==> src/core/bib_cfg.svh <==
`ifndef BIB_CFG_SVH
`define BIB_CFG_SVH

`define BIB_ADDR_W      8
`define BIB_DATA_W      32
`define BIB_OFS_OPTS    8'h20
`define BIB_OFS_ID_HI   8'h24
`define BIB_OFS_ID_LO   8'h28
`define BIB_OFS_CTRL    8'h2c
`define BIB_OFS_STAT    8'h30

`define BIB_BMC_BIT     28
`define BIB_PMC_BIT     27
`define BIB_ACC_HI      23
`define BIB_ACC_LO      16
`define BIB_MREC_HI     15
`define BIB_MREC_LO     12
`define BIB_GEN_HI      7
`define BIB_GEN_LO      6
`define BIB_SPD_HI      2
`define BIB_SPD_LO      0

`define BIB_ACC_RST     8'h00
`define BIB_MREC_RST    4'ha
`define BIB_MREC_MIN    4'h8
`define BIB_GEN_RST     2'h0
`define BIB_SPD_VAL     3'h2
`define BIB_ID_RST      32'h0000_0000
`define BIB_LEN_W       16

`define BIB_RESP_OKAY   2'h0
`define BIB_RESP_SLVERR 2'h2

`endif

==> src/core/bib_pkg.sv <==
`include "bib_cfg.svh"

package bib_pkg;

  typedef struct packed {
    logic                       bmc;
    logic                       pmc;
    logic [7:0]                 clk_acc;
    logic [3:0]                 max_rec;
    logic [1:0]                 gen;
  } bib_opts_s;

  typedef struct packed {
    logic                       valid;
    logic                       sel;
    logic [`BIB_DATA_W-1:0]     data;
  } bib_ee_load_s;

  typedef struct packed {
    logic                       valid;
    logic [`BIB_LEN_W-1:0]      len;
  } bib_rx_req_s;

  typedef enum {
    REG_OPTS,
    REG_ID_HI,
    REG_ID_LO,
    REG_CTRL,
    REG_STAT,
    REG_NONE
  } bib_reg_e;

endpackage : bib_pkg

==> src/core/bib_id_slot.sv <==
`include "bib_cfg.svh"

module bib_id_slot (
  input  wire logic                   aclk,
  input  wire logic                   global_reset_n,
  input  wire logic                   load_en,
  input  wire logic [`BIB_DATA_W-1:0] load_data,
  output logic      [`BIB_DATA_W-1:0] value_q,
  output logic                        locked_q
);

  // Only the global reset clears the word; the soft reset leaves it.
  always_ff @(posedge aclk) begin
    if (!global_reset_n) begin
      value_q <= `BIB_ID_RST;
    end else if (load_en && !locked_q) begin
      value_q <= load_data;
    end
  end

  always_ff @(posedge aclk) begin
    if (!global_reset_n) begin
      locked_q <= 1'b0;
    end else if (load_en) begin
      locked_q <= 1'b1;
    end
  end
endmodule : bib_id_slot

==> src/core/bib_regs.sv <==
// Contract
// - Bus-manager-capable flag, bit 28, RW, zero default.
// - Power-management-capable flag, bit 27, RW, zero default.
// - Bits 26 to 24 ignore writes, read zero.
// - Clock accuracy byte, bits 23:16, RW, zero.
// - Max request code gives 2^(code+1), at least 512.
// - Max request code is A, cleared by global reset only.
// - Oversized block write may raise type-error acknowledge.
// - Bits 11 to 8 read zero.
// - Generation counter bumps when ROM changed since reset.
// - Bits 5 to 3 read zero.
// - Link speed field always reads binary 010.
// - Upper identifier word read-only, global reset clears.
// - EEPROM present: loader fills identifier, then locked.
// - No EEPROM: firmware fills identifier once, then locked.
// - Lower identifier word behaves like the upper one.
//
// Decided for this implementation: register access over AXI4-Lite.
`include "bib_cfg.svh"

module bib_regs (
  input  wire logic                    aclk,
  input  wire logic                    aresetn,
  input  wire logic                    global_reset_n,
  input  wire logic                    eeprom_present,
  input  wire bib_pkg::bib_ee_load_s   ee_load,
  input  wire logic                    rom_changed,
  input  wire logic                    bus_reset,
  input  wire bib_pkg::bib_rx_req_s    rx_req,
  output logic                         ack_type_error_q,
  output bib_pkg::bib_opts_s           opts_q,
  output logic                         link_on_q,
  output logic [`BIB_DATA_W-1:0]       id_upper,
  output logic [`BIB_DATA_W-1:0]       id_lower,
  input  wire logic                    s_axi_awvalid,
  output logic                         s_axi_awready,
  input  wire logic [`BIB_ADDR_W-1:0]  s_axi_awaddr,
  input  wire logic [2:0]              s_axi_awprot,
  input  wire logic                    s_axi_wvalid,
  output logic                         s_axi_wready,
  input  wire logic [`BIB_DATA_W-1:0]  s_axi_wdata,
  input  wire logic [3:0]              s_axi_wstrb,
  output logic                         s_axi_bvalid,
  input  wire logic                    s_axi_bready,
  output logic [1:0]                   s_axi_bresp,
  input  wire logic                    s_axi_arvalid,
  output logic                         s_axi_arready,
  input  wire logic [`BIB_ADDR_W-1:0]  s_axi_araddr,
  input  wire logic [2:0]              s_axi_arprot,
  output logic                         s_axi_rvalid,
  input  wire logic                    s_axi_rready,
  output logic [`BIB_DATA_W-1:0]       s_axi_rdata,
  output logic [1:0]                   s_axi_rresp
);

  function automatic bib_pkg::bib_reg_e reg_decode(
    input logic [`BIB_ADDR_W-1:0] addr
  );
    case (addr)
      `BIB_OFS_OPTS:  reg_decode = bib_pkg::REG_OPTS;
      `BIB_OFS_ID_HI: reg_decode = bib_pkg::REG_ID_HI;
      `BIB_OFS_ID_LO: reg_decode = bib_pkg::REG_ID_LO;
      `BIB_OFS_CTRL:  reg_decode = bib_pkg::REG_CTRL;
      `BIB_OFS_STAT:  reg_decode = bib_pkg::REG_STAT;
      default:        reg_decode = bib_pkg::REG_NONE;
    endcase
  endfunction : reg_decode

  logic                    sys_rst;
  logic                    aw_hold_q;
  logic [`BIB_ADDR_W-1:0]  aw_addr_q;
  logic                    w_hold_q;
  logic [`BIB_DATA_W-1:0]  w_data_q;
  logic [3:0]              w_strb_q;
  logic                    bvalid_q;
  logic [1:0]              bresp_q;
  logic [1:0]              bresp_d;
  logic                    rvalid_q;
  logic [`BIB_DATA_W-1:0]  rdata_q;
  logic [1:0]              rresp_q;
  logic [`BIB_DATA_W-1:0]  rdata_d;
  logic [1:0]              rresp_d;
  logic                    wr_go;
  logic                    rd_go;
  bib_pkg::bib_reg_e       wr_sel;
  logic                    id_wr_ok;
  logic                    rom_dirty_q;
  logic                    gen_wr;
  logic [16:0]             max_bytes;
  logic [1:0]              slot_ld;
  logic [1:0]              slot_lock;
  logic [`BIB_DATA_W-1:0]  slot_data [2];
  logic [`BIB_DATA_W-1:0]  slot_val  [2];
  logic                    bmc_q;
  logic                    pmc_q;
  logic [7:0]              clk_acc_q;
  logic [3:0]              max_rec_q;
  logic [1:0]              gen_q;

  assign sys_rst = !aresetn || !global_reset_n;

  // Each field has its own register so that one process owns each.
  assign opts_q = {bmc_q, pmc_q, clk_acc_q, max_rec_q, gen_q};

  // Write address and data are taken in either order and held until
  // both have arrived; the response channel blocks new ones.
  assign s_axi_awready = !aw_hold_q && !bvalid_q;
  assign s_axi_wready  = !w_hold_q && !bvalid_q;
  assign wr_go         = aw_hold_q && w_hold_q && !bvalid_q;
  assign wr_sel        = reg_decode(aw_addr_q);
  assign s_axi_bvalid  = bvalid_q;
  assign s_axi_bresp   = bresp_q;

  always_ff @(posedge aclk) begin
    if (sys_rst) begin
      aw_hold_q <= 1'b0;
      aw_addr_q <= '0;
    end else if (s_axi_awvalid && s_axi_awready) begin
      aw_hold_q <= 1'b1;
      aw_addr_q <= s_axi_awaddr;
    end else if (wr_go) begin
      aw_hold_q <= 1'b0;
    end
  end

  always_ff @(posedge aclk) begin
    if (sys_rst) begin
      w_hold_q <= 1'b0;
      w_data_q <= '0;
      w_strb_q <= '0;
    end else if (s_axi_wvalid && s_axi_wready) begin
      w_hold_q <= 1'b1;
      w_data_q <= s_axi_wdata;
      w_strb_q <= s_axi_wstrb;
    end else if (wr_go) begin
      w_hold_q <= 1'b0;
    end
  end

  // A firmware load of an identifier word must be a full-word write.
  assign id_wr_ok = !eeprom_present && (w_strb_q == 4'hf);

  always_comb begin
    bresp_d = `BIB_RESP_OKAY;
    unique case (wr_sel)
      bib_pkg::REG_ID_HI: begin
        if (!id_wr_ok || slot_lock[1]) begin
          bresp_d = `BIB_RESP_SLVERR;
        end
      end
      bib_pkg::REG_ID_LO: begin
        if (!id_wr_ok || slot_lock[0]) begin
          bresp_d = `BIB_RESP_SLVERR;
        end
      end
      bib_pkg::REG_NONE: bresp_d = `BIB_RESP_SLVERR;
      bib_pkg::REG_OPTS,
      bib_pkg::REG_CTRL,
      bib_pkg::REG_STAT: bresp_d = `BIB_RESP_OKAY;
    endcase
  end

  always_ff @(posedge aclk) begin
    if (sys_rst) begin
      bvalid_q <= 1'b0;
      bresp_q  <= `BIB_RESP_OKAY;
    end else if (wr_go) begin
      bvalid_q <= 1'b1;
      bresp_q  <= bresp_d;
    end else if (s_axi_bready) begin
      bvalid_q <= 1'b0;
    end
  end

  // Capability flags and clock accuracy follow either reset.
  always_ff @(posedge aclk) begin
    if (sys_rst) begin
      bmc_q     <= 1'b0;
      pmc_q     <= 1'b0;
      clk_acc_q <= `BIB_ACC_RST;
    end else if (wr_go && wr_sel == bib_pkg::REG_OPTS) begin
      if (w_strb_q[3]) begin
        bmc_q <= w_data_q[`BIB_BMC_BIT];
        pmc_q <= w_data_q[`BIB_PMC_BIT];
      end
      if (w_strb_q[2]) begin
        clk_acc_q <= w_data_q[`BIB_ACC_HI:`BIB_ACC_LO];
      end
    end
  end

  // Codes under the 512-byte floor are dropped rather than stored.
  always_ff @(posedge aclk) begin
    if (!global_reset_n) begin
      max_rec_q <= `BIB_MREC_RST;
    end else if (aresetn && wr_go && wr_sel == bib_pkg::REG_OPTS &&
                 w_strb_q[1] &&
                 w_data_q[`BIB_MREC_HI:`BIB_MREC_LO] >= `BIB_MREC_MIN) begin
      max_rec_q <= w_data_q[`BIB_MREC_HI:`BIB_MREC_LO];
    end
  end

  assign gen_wr = wr_go && wr_sel == bib_pkg::REG_OPTS && w_strb_q[0];

  // A ROM change in the same cycle as a bus reset is kept for the
  // next generation rather than lost.
  always_ff @(posedge aclk) begin
    if (sys_rst) begin
      rom_dirty_q <= 1'b0;
    end else if (rom_changed) begin
      rom_dirty_q <= 1'b1;
    end else if (bus_reset) begin
      rom_dirty_q <= 1'b0;
    end
  end

  always_ff @(posedge aclk) begin
    if (sys_rst) begin
      gen_q <= `BIB_GEN_RST;
    end else if (gen_wr) begin
      gen_q <= w_data_q[`BIB_GEN_HI:`BIB_GEN_LO];
    end else if (bus_reset && rom_dirty_q) begin
      gen_q <= gen_q + 2'h1;
    end
  end

  always_ff @(posedge aclk) begin
    if (sys_rst) begin
      link_on_q <= 1'b0;
    end else if (wr_go && wr_sel == bib_pkg::REG_CTRL && w_strb_q[0]) begin
      link_on_q <= w_data_q[0];
    end
  end

  // The shift amount is five bits wide so that code 15 gives 2^16.
  assign max_bytes = 17'h1 << ({1'b0, max_rec_q} + 5'h01);

  always_ff @(posedge aclk) begin
    if (sys_rst) begin
      ack_type_error_q <= 1'b0;
    end else begin
      ack_type_error_q <= rx_req.valid &&
                          ({1'b0, rx_req.len} > max_bytes);
    end
  end

  // The loader owns the identifier words when an EEPROM is fitted;
  // otherwise a full-word bus write from firmware fills them.
  assign slot_data[1] = eeprom_present ? ee_load.data : w_data_q;
  assign slot_data[0] = eeprom_present ? ee_load.data : w_data_q;
  assign slot_ld[1]   = eeprom_present ?
                        (ee_load.valid && ee_load.sel == 1'b1) :
                        (wr_go && wr_sel == bib_pkg::REG_ID_HI &&
                         id_wr_ok);
  assign slot_ld[0]   = eeprom_present ?
                        (ee_load.valid && ee_load.sel == 1'b0) :
                        (wr_go && wr_sel == bib_pkg::REG_ID_LO &&
                         id_wr_ok);

  for (genvar i = 0; i < 2; i++) begin : g_slot
    bib_id_slot u_slot (
      .aclk           (aclk),
      .global_reset_n (global_reset_n),
      .load_en        (slot_ld[i]),
      .load_data      (slot_data[i]),
      .value_q        (slot_val[i]),
      .locked_q       (slot_lock[i])
    );
  end

  assign id_upper = slot_val[1];
  assign id_lower = slot_val[0];

  // Read channel: one read in flight, answered on the next edge.
  assign s_axi_arready = !rvalid_q;
  assign rd_go         = s_axi_arvalid && s_axi_arready;
  assign s_axi_rvalid  = rvalid_q;
  assign s_axi_rdata   = rdata_q;
  assign s_axi_rresp   = rresp_q;

  always_comb begin
    rdata_d = '0;
    rresp_d = `BIB_RESP_OKAY;
    unique case (reg_decode(s_axi_araddr))
      bib_pkg::REG_OPTS: begin
        rdata_d[`BIB_BMC_BIT]             = opts_q.bmc;
        rdata_d[`BIB_PMC_BIT]             = opts_q.pmc;
        rdata_d[`BIB_ACC_HI:`BIB_ACC_LO]  = opts_q.clk_acc;
        rdata_d[`BIB_MREC_HI:`BIB_MREC_LO] = opts_q.max_rec;
        rdata_d[`BIB_GEN_HI:`BIB_GEN_LO]  = opts_q.gen;
        rdata_d[`BIB_SPD_HI:`BIB_SPD_LO]  = `BIB_SPD_VAL;
      end
      bib_pkg::REG_ID_HI: rdata_d = slot_val[1];
      bib_pkg::REG_ID_LO: rdata_d = slot_val[0];
      bib_pkg::REG_CTRL:  rdata_d[0] = link_on_q;
      bib_pkg::REG_STAT: begin
        rdata_d[0] = slot_lock[1];
        rdata_d[1] = slot_lock[0];
        rdata_d[2] = eeprom_present;
        rdata_d[3] = rom_dirty_q;
      end
      bib_pkg::REG_NONE: rresp_d = `BIB_RESP_SLVERR;
    endcase
  end

  always_ff @(posedge aclk) begin
    if (sys_rst) begin
      rvalid_q <= 1'b0;
      rdata_q  <= '0;
      rresp_q  <= `BIB_RESP_OKAY;
    end else if (rd_go) begin
      rvalid_q <= 1'b1;
      rdata_q  <= rdata_d;
      rresp_q  <= rresp_d;
    end else if (s_axi_rready) begin
      rvalid_q <= 1'b0;
    end
  end
endmodule : bib_regs

==> config.mk <==
export PLATFORM = sky130hd
export DESIGN_NAME = bib_regs
export DESIGN_NICKNAME = d
export VERILOG_FILES = /design/src/core/bib_pkg.sv /design/src/core/bib_id_slot.sv /design/src/core/bib_regs.sv
export VERILOG_INCLUDE_DIRS = /design/src /design/src/core
export SDC_FILE = /design/constraint.sdc
export NUM_CORES = 1
export LEC_CHECK = 0
export BUFFER_PORTS_ARGS = -buffer_cell sky130_fd_sc_hd__buf_2
export CAP_MARGIN = 20
export CELL_PAD_IN_SITES_DETAIL_PLACEMENT = 0
export CELL_PAD_IN_SITES_GLOBAL_PLACEMENT = 1
export CORE_ASPECT_RATIO = 0.75
export CORE_MARGIN = 2
export CORE_UTILIZATION = 38
export CTS_CLUSTER_DIAMETER = 200
export DETAILED_ROUTE_END_ITERATION = 12
export PLACE_DENSITY_LB_ADDON = 0.1
export SYNTH_ARGS = -nofsm -noshare
export SYNTH_HDL_FRONTEND = slang
export SYNTH_SLANG_ARGS = --single-unit
export TNS_END_PERCENT = 1
==> constraint.sdc <==
create_clock -name aclk -period 2.2 [get_ports aclk]
set_input_delay 0.44 -clock aclk [delete_from_list [all_inputs] [get_ports aclk]]
set_output_delay 0.44 -clock aclk [all_outputs]
set_load 0.01 [all_outputs]
======== Yosys cells after proc, flatten, opt, wreduce, memory -nomap -nowiden ========
Cells that the tools add are included.
storage, ports and cells
  register bits ........................... 169
  bits of input ports ..................... 120
  word-level logic and storage cells ...... 133
cells by class
  add/subtract/negate cells ............... 2
  $lt $le $gt $ge ......................... 2
  equality and inequality tests ........... 24
  shift operators ......................... 1
  muxes and demuxes ....................... 30
  bitwise logic cells ..................... 1
  reductions and logical operators ........ 51
operators with widths
  cell                                              count
  == test 32 x 3 -> 1 bit, second input constant    6
  == test 32 x 2 -> 1 bit, second input constant    5
  logical NOT 32 bit                                3
  == test 8 x 6 -> 1 bit, second input constant     10
  == test 32 x 1 -> 1 bit, second input constant    2
  one-hot mux 12 bit (3 select lines)               1
  two-way mux 32 bit                                1
  one-hot mux 3 bit (5 select lines)                2
  logical AND 1 bit                                 26
  greater-than comparator 16 x 17 -> 1 bit          1
  left shift 1 x 5 -> 17 bit, first input constant  1
  one-hot mux 2 bit (4 select lines)                2
  one-hot mux 2 bit (3 select lines)                2
  one-hot mux 3 bit (2 select lines)                2
  nonzero test 2 bit                                6
  two-way mux 1 bit                                 11
  logical NOT 1 bit                                 10
  two-way mux 2 bit                                 5
  one-hot mux 4 bit (2 select lines)                1
  adder 4 x 1 -> 5 bit, second input constant       1
  == test 4 bit, second input constant              1
  >= comparator 4 bit, second input constant        1
  one-hot mux 1 bit (4 select lines)                1
  one-hot mux 2 bit (2 select lines)                1
  other kinds (6)                                   9

======== Longest topological paths before layout ========
Gate-level depths: netlist (run 1).
  depth after elaboration ................. 7
  mapped depth ............................ 8
  mapped depth without buffers ............ 7

======== Cells and area by module ========
Synthesis (run 1) repeated with hierarchy kept, for this count alone.
unflattened totals
  cell total of the unflattened synthesis .. 921
  area, all modules ....................... 7,992.7 um^2
by module, submodules not included
  module       times used  cells each  area an instance (um^2)  sequential area each (um^2)
  bib_regs     1           637         5,292.6                  2,021.9
  bib_id_slot  2           142         1,350.0                  660.6

======== Least setup slack after synthesis (run 1) ========
No wires, ideal clock.
  kind .................................... register -> register
  from .................................... reg max_rec_q[1]
  to ...................................... reg ack_type_error_q
  arrival ................................. 2,004 ps
  data required time ...................... 2,141 ps
  setup slack ............................. 137 ps
  cell stages (with the launch flop) ...... 9
  cell sequence ........................... dfxtp_1 > clkbuf_1 > nor2b_1 > nand3_1 > ha_1 > nand4_1 > nor4_1 > a21boi_0 > o31a_1
on the way
  longest elaborated chain between the ends .. 4
ends and longest elaborated chain
  item                                      line             text
  from (decl)                               bib_regs.sv:97   logic [3:0] max_rec_q;
  from (signal assigned)                    bib_regs.sv:195  max_rec_q <= `BIB_MREC_RST;
  from (signal assigned)                    bib_regs.sv:199  max_rec_q <= w_data_q[`BIB_MREC_HI:`BIB_MREC_LO];
  adder 4 x 1 -> 5 bit                      bib_regs.sv:236  assign max_bytes = 17'h1 << ({1'b0, max_rec_q} + 5'h01);
  left shift 1 x 5 -> 17 bit                bib_regs.sv:236
  greater-than comparator 16 x 17 -> 1 bit  bib_regs.sv:243  ({1'b0, rx_req.len} > max_bytes);
  logical AND 1 bit                         bib_regs.sv:242  ack_type_error_q <= rx_req.valid &&
  to (signal assigned)                      bib_regs.sv:242
  to (decl)                                 bib_regs.sv:30   output logic ack_type_error_q,
Every way passes these cells.
A chain may end at the register's enable or synchronous reset.

======== Worst setup path in the final report (run 1) ========
  from .................................... reg max_rec_q[2]
  to ...................................... reg ack_type_error_q
The elaborated chain is that of the path after synthesis.

==> results.yml, run 1 <==
status:
  status: "complete, no violations"
synthesis:
  ys_ff_latch: 167
  synth-xor-area-share_pct: 0.228
  async_reset_ff_share_pct: 0
  synthMuxAreaShare_pct: 17.2
  synth_top_family_by_area: "simple AND/OR/NAND/NOR gates"
  post-synth-top-area-cell: "dfxtp_1"
  avgSynthCellArea_um2: 8.94
  syn-cell-area_um2: 7680
  synthSimpleGateAreaFrac_pct: 18.8
  synth_top_flop_cell: "dfxtp_1"
  synthAdderAreaFrac_pct: 2.61
  synth_compound_area_share_pct: 12.5
  yosysSeqAreaShare_pct: 43.5
  synth_cell_types: 47
  yosysWarnings: 0
  synthTopCellsByArea: "dfxtp_1, mux2i_1, nand2_1, mux2_2, a21oi_1"
  synth_edf_count: 0
  synth_top_area_share_pct: 43.5
  syn_inst: 859
finish:
  fin_util_pct: 48.8
  nNetsFinal: 1219
  area_growth_pct: 27.4
  final_area_um2: 9790
  fill_cells: 2041
  final_common_cell: "buf_2"
  layout_common_cells: "buf_2, nand2_1, dfxtp_1, mux2i_1, a21oi_1"
  drive_above_1_share_pct: 31.6
  diodes: 0
setup_path:
  rrSetupSlack_ns: 0.17
  startpoint_type: "flip-flop"
  critPathKind: "reg -> reg"
  cp-end-kind: "flip-flop"
  required_ns: 2.52
  arrival_ns: 2.35
  cp_max_fo: 5
detailed_routing:
  first_pass_iters: 5
  drc_errors: 0
  final_antenna_net_count: 0
  avgViaCountPerCell: 5.02
  finalWirelength_um: 24300
  drt_iter0_markers: 318
  wl_per_cell_um: 18.0
  vias: 6801
power_and_ir_drop:
  switching_share_pct: 25.0
  p_switching_uw: 1740
  pwr-share-clk_pct: 45.5
  p_seq_share_pct: 45.0
  p_leak_uw: 0.00432
  vdd_ir_drop_max_uv: 395
  cell_internal_pwr_uw: 5230
  power_density_nw_per_um2: 712
  p_comb_share_pct: 9.5
die:
  core_area_um2: 20000
  dieArea_um2: 21400
  die_y_um: 127
  start_util_pct: 38.3
  pin_count: 243
  die_x_um: 168
  rows: 45
sta:
  worst_slack_ns: 0.165
  period_share_pct: 92.5
  period_needed_ns: 2.03
  slew_viol_final: 0
  maxSlewHeadroom_pct: 34.2
  skew_ns: 0.0124
  setup_violations: 0
  hold_viol_final: 0
  rsz0062_at_grt: "false"
  final.setup.tns_ns: 0
  worst_pin_slew_ns: 0.986
  max_freq_mhz: 492
min_path:
  min_path_type: "in -> reg"
grt:
  grt_start_max_net_pins: 101
  grt_pass1_vias: 6388
  antenna_found_initial: 1
  grt_overflow: 0
  track_usage_pct: 22.4
  grt_pass1_wl_um: 36800
clocking:
  clock-sinks: 167
  post-cts-setup-buffer-count: 0
  cts_root_buffer: "clkbuf_16"
  path_clk_slew_ns: 0.07
  cts_hold_buf: 0
  htreeDepth: 4
  clk_latency_ns: 0.43
  cts-buffers-inserted: 17
  ctsLongestPathBuffers: 2
  cts_tree: "done"
  cts_resized: 0
placement:
  dpl_cell_area_um2: 9150
  portBuffers: 234
  pre_cts_ws_ns: 0.138
  place.gp.congestion: 0.778
  place_hpwl_um: 17100
job:
  drv_cap: 0
-- path summary, 6_finish.rpt --
kind | start | to | cells past startpoint
worst max register to register | max_rec_q[2] | ack_type_error_q | 7
worst min-delay path | rom_changed | rom_dirty_q | 3
worst min register to register | s_axi_rdata[3] | s_axi_rdata[3] | 2
worst max-delay path | max_rec_q[2] | ack_type_error_q | 7
-- sequential cells by signal, indices dropped and copies added, names as in the netlist, 2 cells and up --
signal / count
aw_addr_q: 8
clk_acc_q: 8
g_slot.u_slot.locked_q: 2
g_slot.u_slot.value_q: 64
gen_q: 2
max_rec_q: 4
s_axi_rdata: 32
w_data_q: 32
w_strb_q: 4
-- cell type report --
class / instances / area, um2 / area share, %
inverters: 11 / 41.3 / 0.422
flip-flops and latches: 167 / 3340 / 34.2
well taps: 258 / 323 / 3.30
repair buffers: 265 / 1470 / 15.0
clock buffers: 20 / 457 / 4.67
clock inverters: 12 / 163 / 1.66
multi-input cells: 621 / 3990 / 40.8
-- through the flow --
step / std cells / hold slack (ns) / power (uW)
2_1_floorplan: 861 / 0.434 / 3580
3_3_place_gp: 1321 / 0.440 / 3870
3_5_place_dp: 1321 / 0.440 / 3870
4_1_cts: 1353 / 0.209 / 7020
5_1_grt: 1354 / 0.222 / 7210
6_report: 1354 / 0.219 / 6970
-- cells by family after synthesis --
group | Yosys count
AND/OR/NAND/NOR | 326
flip-flops | 167
AO/OA/AOI/OAI | 146
multiplexers | 128
buffers and inverters | 73
adder cells (fa/ha/maj) | 16
XOR/XNOR | 2
other | 1
-- critical path: stages (launching register included) --
cell and delay [ns]:
dfxtp_1 0.41, nor2b_1 0.26, nand3_1 0.13, ha_1 0.31, a21o_1 0.18, a21oi_1 0.19
o21ai_0 0.15, o31a_1 0.29
-- synth_stat cells (6+ instances only) --
library cell / count
nand3_1: 11
clkbuf_1: 41
nor2_1: 39
nor2b_1: 9
buf_12: 6
inv_1: 11
buf_2: 7
nand3b_1: 9
ha_1: 16
a22oi_1: 13
mux2_2: 32
mux2i_1: 96
a22o_1: 28
a21oi_1: 61
nand2_1: 220
dfxtp_1: 167
nand4_1: 9
o21ai_0: 23
-- layer usage --
| metal | GRT usage [%] | vias up | wire [um] |
|---|---|---|---|
| li1 | - | 3424 | - |
| met1 | 31.8 | 3160 | 12100 |
| met2 | 34.8 | 198 | 10500 |
| met3 | 5.48 | 17 | 1500 |
| met4 | 4.82 | 2 | 200 |
| met5 | 0 | - | 11 |
-- power by group through the flow --
stage	registers, uW	logic (uW)	clock network (uW)
2_1_floorplan	3200	379	0
3_3_place_gp	3200	662	0
3_5_place_dp	3200	664	0
4_1_cts	3140	667	3220
5_1_grt	3140	728	3340
6_report	3140	664	3170
Power figures use the tool's default switching activity.
==> run 2, diff against run 1 <==
--- a/config.mk
+++ b/config.mk
@@ -6,13 +6,14 @@
 export SDC_FILE = /design/constraint.sdc
 export NUM_CORES = 1
 export LEC_CHECK = 0
+export ABC_AREA = 1
 export BUFFER_PORTS_ARGS = -buffer_cell sky130_fd_sc_hd__buf_2
 export CAP_MARGIN = 20
 export CELL_PAD_IN_SITES_DETAIL_PLACEMENT = 0
 export CELL_PAD_IN_SITES_GLOBAL_PLACEMENT = 1
 export CORE_ASPECT_RATIO = 0.75
 export CORE_MARGIN = 2
-export CORE_UTILIZATION = 38
+export CORE_UTILIZATION = 36
 export CTS_CLUSTER_DIAMETER = 200
 export DETAILED_ROUTE_END_ITERATION = 12
 export PLACE_DENSITY_LB_ADDON = 0.1
==> run 2 against run 1 <==
  * Final cell count up 22%
  * Sequential share of layout area down 1.0 points
  * Power up 1.3%
  * Clock power down 6.6%
  * Sequential power up 3%
  * Routed wire length up 9.7%
  * Sequential cell count unchanged
  * Area after synthesis up 4.8%
  * Largest cell class unchanged
  * Largest power group is now sequential cells
==> results.yml, run 2 <==
status:
  status: "complete, no violations"
clocking:
  path_clk_slew_ns: 0.07
  ctsLongestPathBuffers: 2
  cts-buffers-inserted: 17
  cts_resized: 0
  cts_hold_buf: 0
  clk_latency_ns: 0.42
  cts_tree: "done"
  clock-sinks: 167
  cts_root_buffer: "clkbuf_16"
  post-cts-setup-buffer-count: 0
  htreeDepth: 4
finish:
  fin_cells: 1651
  area_growth_pct: 25.3
  top_register: "g_slot.u_slot.value_q"
  drive_above_1_share_pct: 23.6
  nNetsFinal: 1477
  layout_common_cells: "buf_2, nand2_1, nor2_1, dfxtp_1, nand3_1"
  largest_reg_flops: 64
  final_common_cell: "buf_2"
grt:
  track_usage_pct: 22.7
  grt_pass1_vias: 7287
  antenna_found_initial: 4
  grt_start_max_net_pins: 71
  grt_pass1_wl_um: 41700
  grt_overflow: 0
placement:
  place.gp.congestion: 0.789
  placed_cells: 1616
  portBuffers: 234
  place_hpwl_um: 18700
synthesis:
  synth_top_area_share_pct: 41.5
  post-synth-top-area-cell: "dfxtp_1"
  yosysWarnings: 0
  yosysSeqAreaShare_pct: 41.5
  yosysMostFrequentCell: "nand2_1"
  synth_edf_count: 0
  avgSynthCellArea_um2: 7.06
  synth_top_flop_cell: "dfxtp_1"
  ys_ff_latch: 167
  syn_inst: 1141
  async_reset_ff_share_pct: 0
  syn-cell-area_um2: 8050
  synth_cell_types: 35
  synthTopCellsByCount: "nand2_1, nor2_1, dfxtp_1"
  synthTopCellsByArea: "dfxtp_1, nand2_1, nand3_1, nor2_1, a21oi_1"
sta:
  period_share_pct: 84.2
  slew_viol_final: 0
  period_needed_ns: 1.85
  max_freq_mhz: 540
  hold_viol_final: 0
  final.setup.tns_ns: 0
  rsz0062_at_grt: "false"
  worst_pin_slew_ns: 0.777
  maxSlewHeadroom_pct: 48.2
  setup_violations: 0
  skew_ns: 0.0121
die:
  die_y_um: 134
  rows: 47
  core_area_um2: 22000
  start_util_pct: 36.6
  die_x_um: 177
  dieArea_um2: 23600
  pin_count: 243
power_and_ir_drop:
  vdd_ir_drop_max_uv: 421
  p_leak_uw: 0.00475
  power_density_nw_per_um2: 700
detailed_routing:
  drt_iter0_markers: 402
  vias: 8037
  first_pass_iters: 4
  final_antenna_net_count: 0
  avgViaCountPerCell: 4.87
  wl_per_cell_um: 16.2
  drc_errors: 0
  finalWirelength_um: 26700
min_path:
  hold_path_end: "rom_dirty_q"
  min_path_cells: 3
  min_path_type: "in -> reg"
  hold_start: "rom_changed"
setup_path:
  path_common_cell: "nand3_1"
  critPathMaxStageDelay_ns: 0.44
  required_ns: 2.56
  reg2reg_to: "ack_type_error_q"
  startpoint_type: "flip-flop"
  rrSetupSlack_ns: 0.35
  arrival_ns: 2.22
  cp_max_fo: 6
  critPathKind: "reg -> reg"
  r2r_start: "max_rec_q[1]"
  crit_chain: "nand2_1, nor2_1, nand2_1, ha_1, nand2_1, inv_1, nand3_1, nor2b_1, nand3_1, nand3_1, nand3_1, nor2_1"
  r2r_cells: 12
  cpMaxStageDelayCell: "dfxtp_1"
  cp-end-kind: "flip-flop"
job:
  drv_cap: 0
-- run 2: cell types whose count changed after synthesis, moves of 28 or more --
cell	delta
o21ai_0	+32
inv_1	+49
mux2_2	-32
nand3_1	+155
mux2i_1	-69
nor2_1	+132
a21oi_1	+50
a22o_1	-28
-- run 2: worst max path at each step --
stage                       end  cells past startpoint            start  slack, ns
2_1_floorplan  ack_type_error_q                     11     max_rec_q[3]       0.32
3_3_place_gp   ack_type_error_q                     12     max_rec_q[0]       0.34
3_5_place_dp    s_axi_rdata[23]                      9  s_axi_araddr[4]       0.36
4_1_cts        ack_type_error_q                     12     max_rec_q[0]       0.35
5_1_grt        ack_type_error_q                     12     max_rec_q[0]       0.04
6_report       ack_type_error_q                     12     max_rec_q[1]       0.35
-- run 2: where the power goes --
group	total, uW	internal, uW	switching, uW
combinational	872	333	540
sequential	3220	3140	86.9
clock	2960	1630	1340
total	7060	5100	1960
-- run 2: per-layer routing --
layer  GRT usage, %  share of wire [%]  up-vias
met4           5.23               0.93        2
met5              0              0.045        -
li1               -                  -     4160
met1           33.0                 50     3632
met2           33.2                 42      226
met3           6.05                7.3       17
-- run 2: kinds of logic after synthesis --
| group | after synthesis | synth area share, % |
|---|---|---|
| XOR/XNOR | 1 | 0.109 |
| other | 1 | 0.0466 |
| flip-flops | 167 | 41.5 |
| AND/OR/NAND/NOR | 586 | 30.7 |
| multiplexers | 27 | 3.36 |
| AO/OA/AOI/OAI | 195 | 13.1 |
| adder cells (fa/ha/maj) | 16 | 2.49 |
| buffers and inverters | 148 | 8.67 |
-- run 2: metrics by stage --
step	power [uW]	hold slack (ns)	cell area (um2)	worst slack, ns	util [%]
after global placement	4170	0.451	9500	0.340	43.2
after CTS	7150	0.215	10100	0.348	45.8
after floorplan	3800	0.445	8060	0.316	-
after global routing	7380	0.235	10100	0.0440	45.8
after detailed placement	4170	0.452	9500	0.359	43.2
final	7060	0.228	10100	0.347	45.9
-- run 2: final cells by class --
class | instances | area (um2)
Antenna cell | 3 | 7.51
Timing Repair Buffer | 262 | 1490
Clock inverter | 13 | 139
Multi-Input combinational cell | 828 | 4050
Sequential cell | 167 | 3340
Inverter | 65 | 244
Tap cell | 294 | 368
Clock buffer | 19 | 443
Fill cell | 2343 | 11900
-- run 2: critical path: cells and delay by family (launching register included) --
family        cells  cell delay [ns]
buf+inv           1             0.07
simple gates     10             0.94
fa+ha+maj         1             0.33
flops             1             0.44
==> run 3, diff against run 2 <==
--- a/config.mk
+++ b/config.mk
@@ -6,14 +6,14 @@
 export SDC_FILE = /design/constraint.sdc
 export NUM_CORES = 1
 export LEC_CHECK = 0
-export ABC_AREA = 1
+export ABC_AREA = 0
 export BUFFER_PORTS_ARGS = -buffer_cell sky130_fd_sc_hd__buf_2
 export CAP_MARGIN = 20
 export CELL_PAD_IN_SITES_DETAIL_PLACEMENT = 0
 export CELL_PAD_IN_SITES_GLOBAL_PLACEMENT = 1
 export CORE_ASPECT_RATIO = 0.75
 export CORE_MARGIN = 2
-export CORE_UTILIZATION = 36
+export CORE_UTILIZATION = 38
 export CTS_CLUSTER_DIAMETER = 200
 export DETAILED_ROUTE_END_ITERATION = 12
 export PLACE_DENSITY_LB_ADDON = 0.1
==> constraint.sdc (replaced) <==
create_clock -name aclk -period 1.9 [get_ports aclk]
set_input_delay 0.38 -clock aclk [delete_from_list [all_inputs] [get_ports aclk]]
set_output_delay 0.38 -clock aclk [all_outputs]
set_load 0.01 [all_outputs]
==> run 3 against run 2 <==
  * Non-clock buffer count rose by 21
  * Worst hold slack got worse by 0.054 ns
  * Critical path type unchanged
  * Die area decreased by 9.4%
==> results.yml, run 3 (same netlist as run 1, synthesis figures left out) <==
grt:
  grtUsageMet3_pct: 6.20
  busiest_layer: "met2"
  use_met2_pct: 33.3
  grt_overflow: 0
  antenna_found_initial: 0
  grt_pass1_wl_um: 36900
  track_usage_pct: 22.3
  grt_pass1_vias: 6607
  grt_use_met1_pct: 31.8
  grt_start_max_net_pins: 101
sta:
  rsz0062_at_grt: "true"
  worst_pin_slew_ns: 1.12
  max_freq_mhz: 540
  hold_viol_final: 0
  period_share_pct: 97.5
  final.setup.tns_ns: 0
  setup_violations: 0
  period_needed_ns: 1.85
  maxSlewHeadroom_pct: 25.1
  skew_ns: 0.0124
  slew_viol_final: 0
setup_path:
  cp_max_fo: 6
  required_ns: 2.27
  cp-end-kind: "flip-flop"
  arrival_ns: 2.22
  r2r_cells: 8
  critPathKind: "reg -> reg"
  startpoint_type: "flip-flop"
detailed_routing:
  finalWirelength_um: 23700
  drc_errors: 0
  drt_iter0_markers: 370
  wl_per_cell_um: 17.3
  first_pass_iters: 4
  final_antenna_net_count: 0
  vias: 6940
  avgViaCountPerCell: 5.07
finish:
  largest_reg_flops: 64
  top_register: "g_slot.u_slot.value_q"
  layout_common_cells: "buf_2, nand2_1, dfxtp_1, mux2i_1, a21oi_1"
  fin_util_pct: 50.1
  final_common_cell: "buf_2"
  fin_cells: 1370
  final_area_um2: 10100
  drive_above_1_share_pct: 35.1
  area_growth_pct: 30.8
  diodes: 0
  nNetsFinal: 1237
  fill_cells: 1996
power_and_ir_drop:
  p_leak_uw: 0.00442
  total_power_uw: 7740
  power_density_nw_per_um2: 770
  vdd_ir_drop_max_uv: 518
die:
  start_util_pct: 38.3
  die_y_um: 127
  die_x_um: 168
  dieArea_um2: 21400
  pin_count: 243
  rows: 45
  core_area_um2: 20000
placement:
  dpl_cell_area_um2: 9320
  placed_cells: 1339
  portBuffers: 234
  place_hpwl_um: 17100
  place.gp.congestion: 0.810
clocking:
  cts_root_buffer: "clkbuf_16"
  cts_tree: "done"
  path_clk_slew_ns: 0.07
  clk_latency_ns: 0.43
  clock-sinks: 167
  ctsLongestPathBuffers: 2
  cts_hold_buf: 0
  htreeDepth: 4
  cts-buffers-inserted: 17
min_path:
  min_path_cells: 3
  min_path_type: "in -> reg"
status:
  status: "complete, no violations"
job:
  drv_cap: 0
==> run 3: cell count changes in the layout (fill, tap and decap cells not counted), moves of 11 or more <==
cell / before / now
nand3_1: 166 / 6
nor2_1: 171 / 36
mux2i_1: 27 / 95
a21oi_1: 111 / 60
inv_1: 57 / 11
mux2_2: 0 / 32
o21ai_0: 55 / 23
a22o_1: 0 / 28
buf_4: 19 / 43
a22oi_1: 0 / 13
o211ai_1: 13 / 2
==> run 3: worst paths after layout <==
| kind | start | slack, ns | to |
|---|---|---|---|
| worst max-delay path | max_rec_q[3] | 0.05 | ack_type_error_q |
| worst max register to register | max_rec_q[3] | 0.05 | ack_type_error_q |
| worst min-delay path | s_axi_awaddr[7] | 0.17 | aw_addr_q[7] |
| worst min register to register | w_data_q[2] | 0.45 | w_data_q[2] |
==> run 3: area by class of cell <==
| cell class | count | area, um2 | share of cell area, % |
|---|---|---|---|
| timing repair buffer | 283 | 1620 | 16.1 |
| inverter | 11 | 41.3 | 0.411 |
| clock buffer | 19 | 453 | 4.51 |
| tap | 258 | 323 | 3.21 |
| sequential | 167 | 3360 | 33.4 |
| multi-input combinational | 621 | 4150 | 41.3 |
| clock inverter | 11 | 103 | 1.02 |
==> run 3: worst max-delay path, cell delays in order, from the launching register on <==
cell      delay, ns
dfxtp_4        0.36
buf_12         0.13
nor2b_4        0.13
nand3_2        0.10
ha_4           0.29
nand3_2        0.09
or2_2          0.31
a211oi_2       0.22
o31a_1         0.15
==> run 3: power by group <==
group / switching (uW) / internal (uW)
Sequential: 57.1 / 3570
Clock: 1460 / 1860
Combinational: 454 / 338
Total: 1980 / 5770
==> run 3: metrics by stage <==
stage	worst slack, ns	hold WS (ns)
floorplan	0.00342	0.434
global placement	-0.0730	0.430
detailed placement	-0.0984	0.438
CTS	0.00210	0.166
global route	-0.0567	0.169
finish	0.0470	0.174
==> run 3: metal layers <==
| metal | up-vias | routed length [um] |
|---|---|---|
| met4 | 0 | 324 |
| met3 | 25 | 1570 |
| met2 | 218 | 9830 |
| li1 | 3454 | - |
| met1 | 3243 | 12000 |
| met5 | - | 0 |
==> run 3: what timing repair did <==
action,in CTS,in global routing
gates resized for setup,10,25
endpoints found under the setup margin,1,13
setup buffers,0,1
pin swaps,2,10
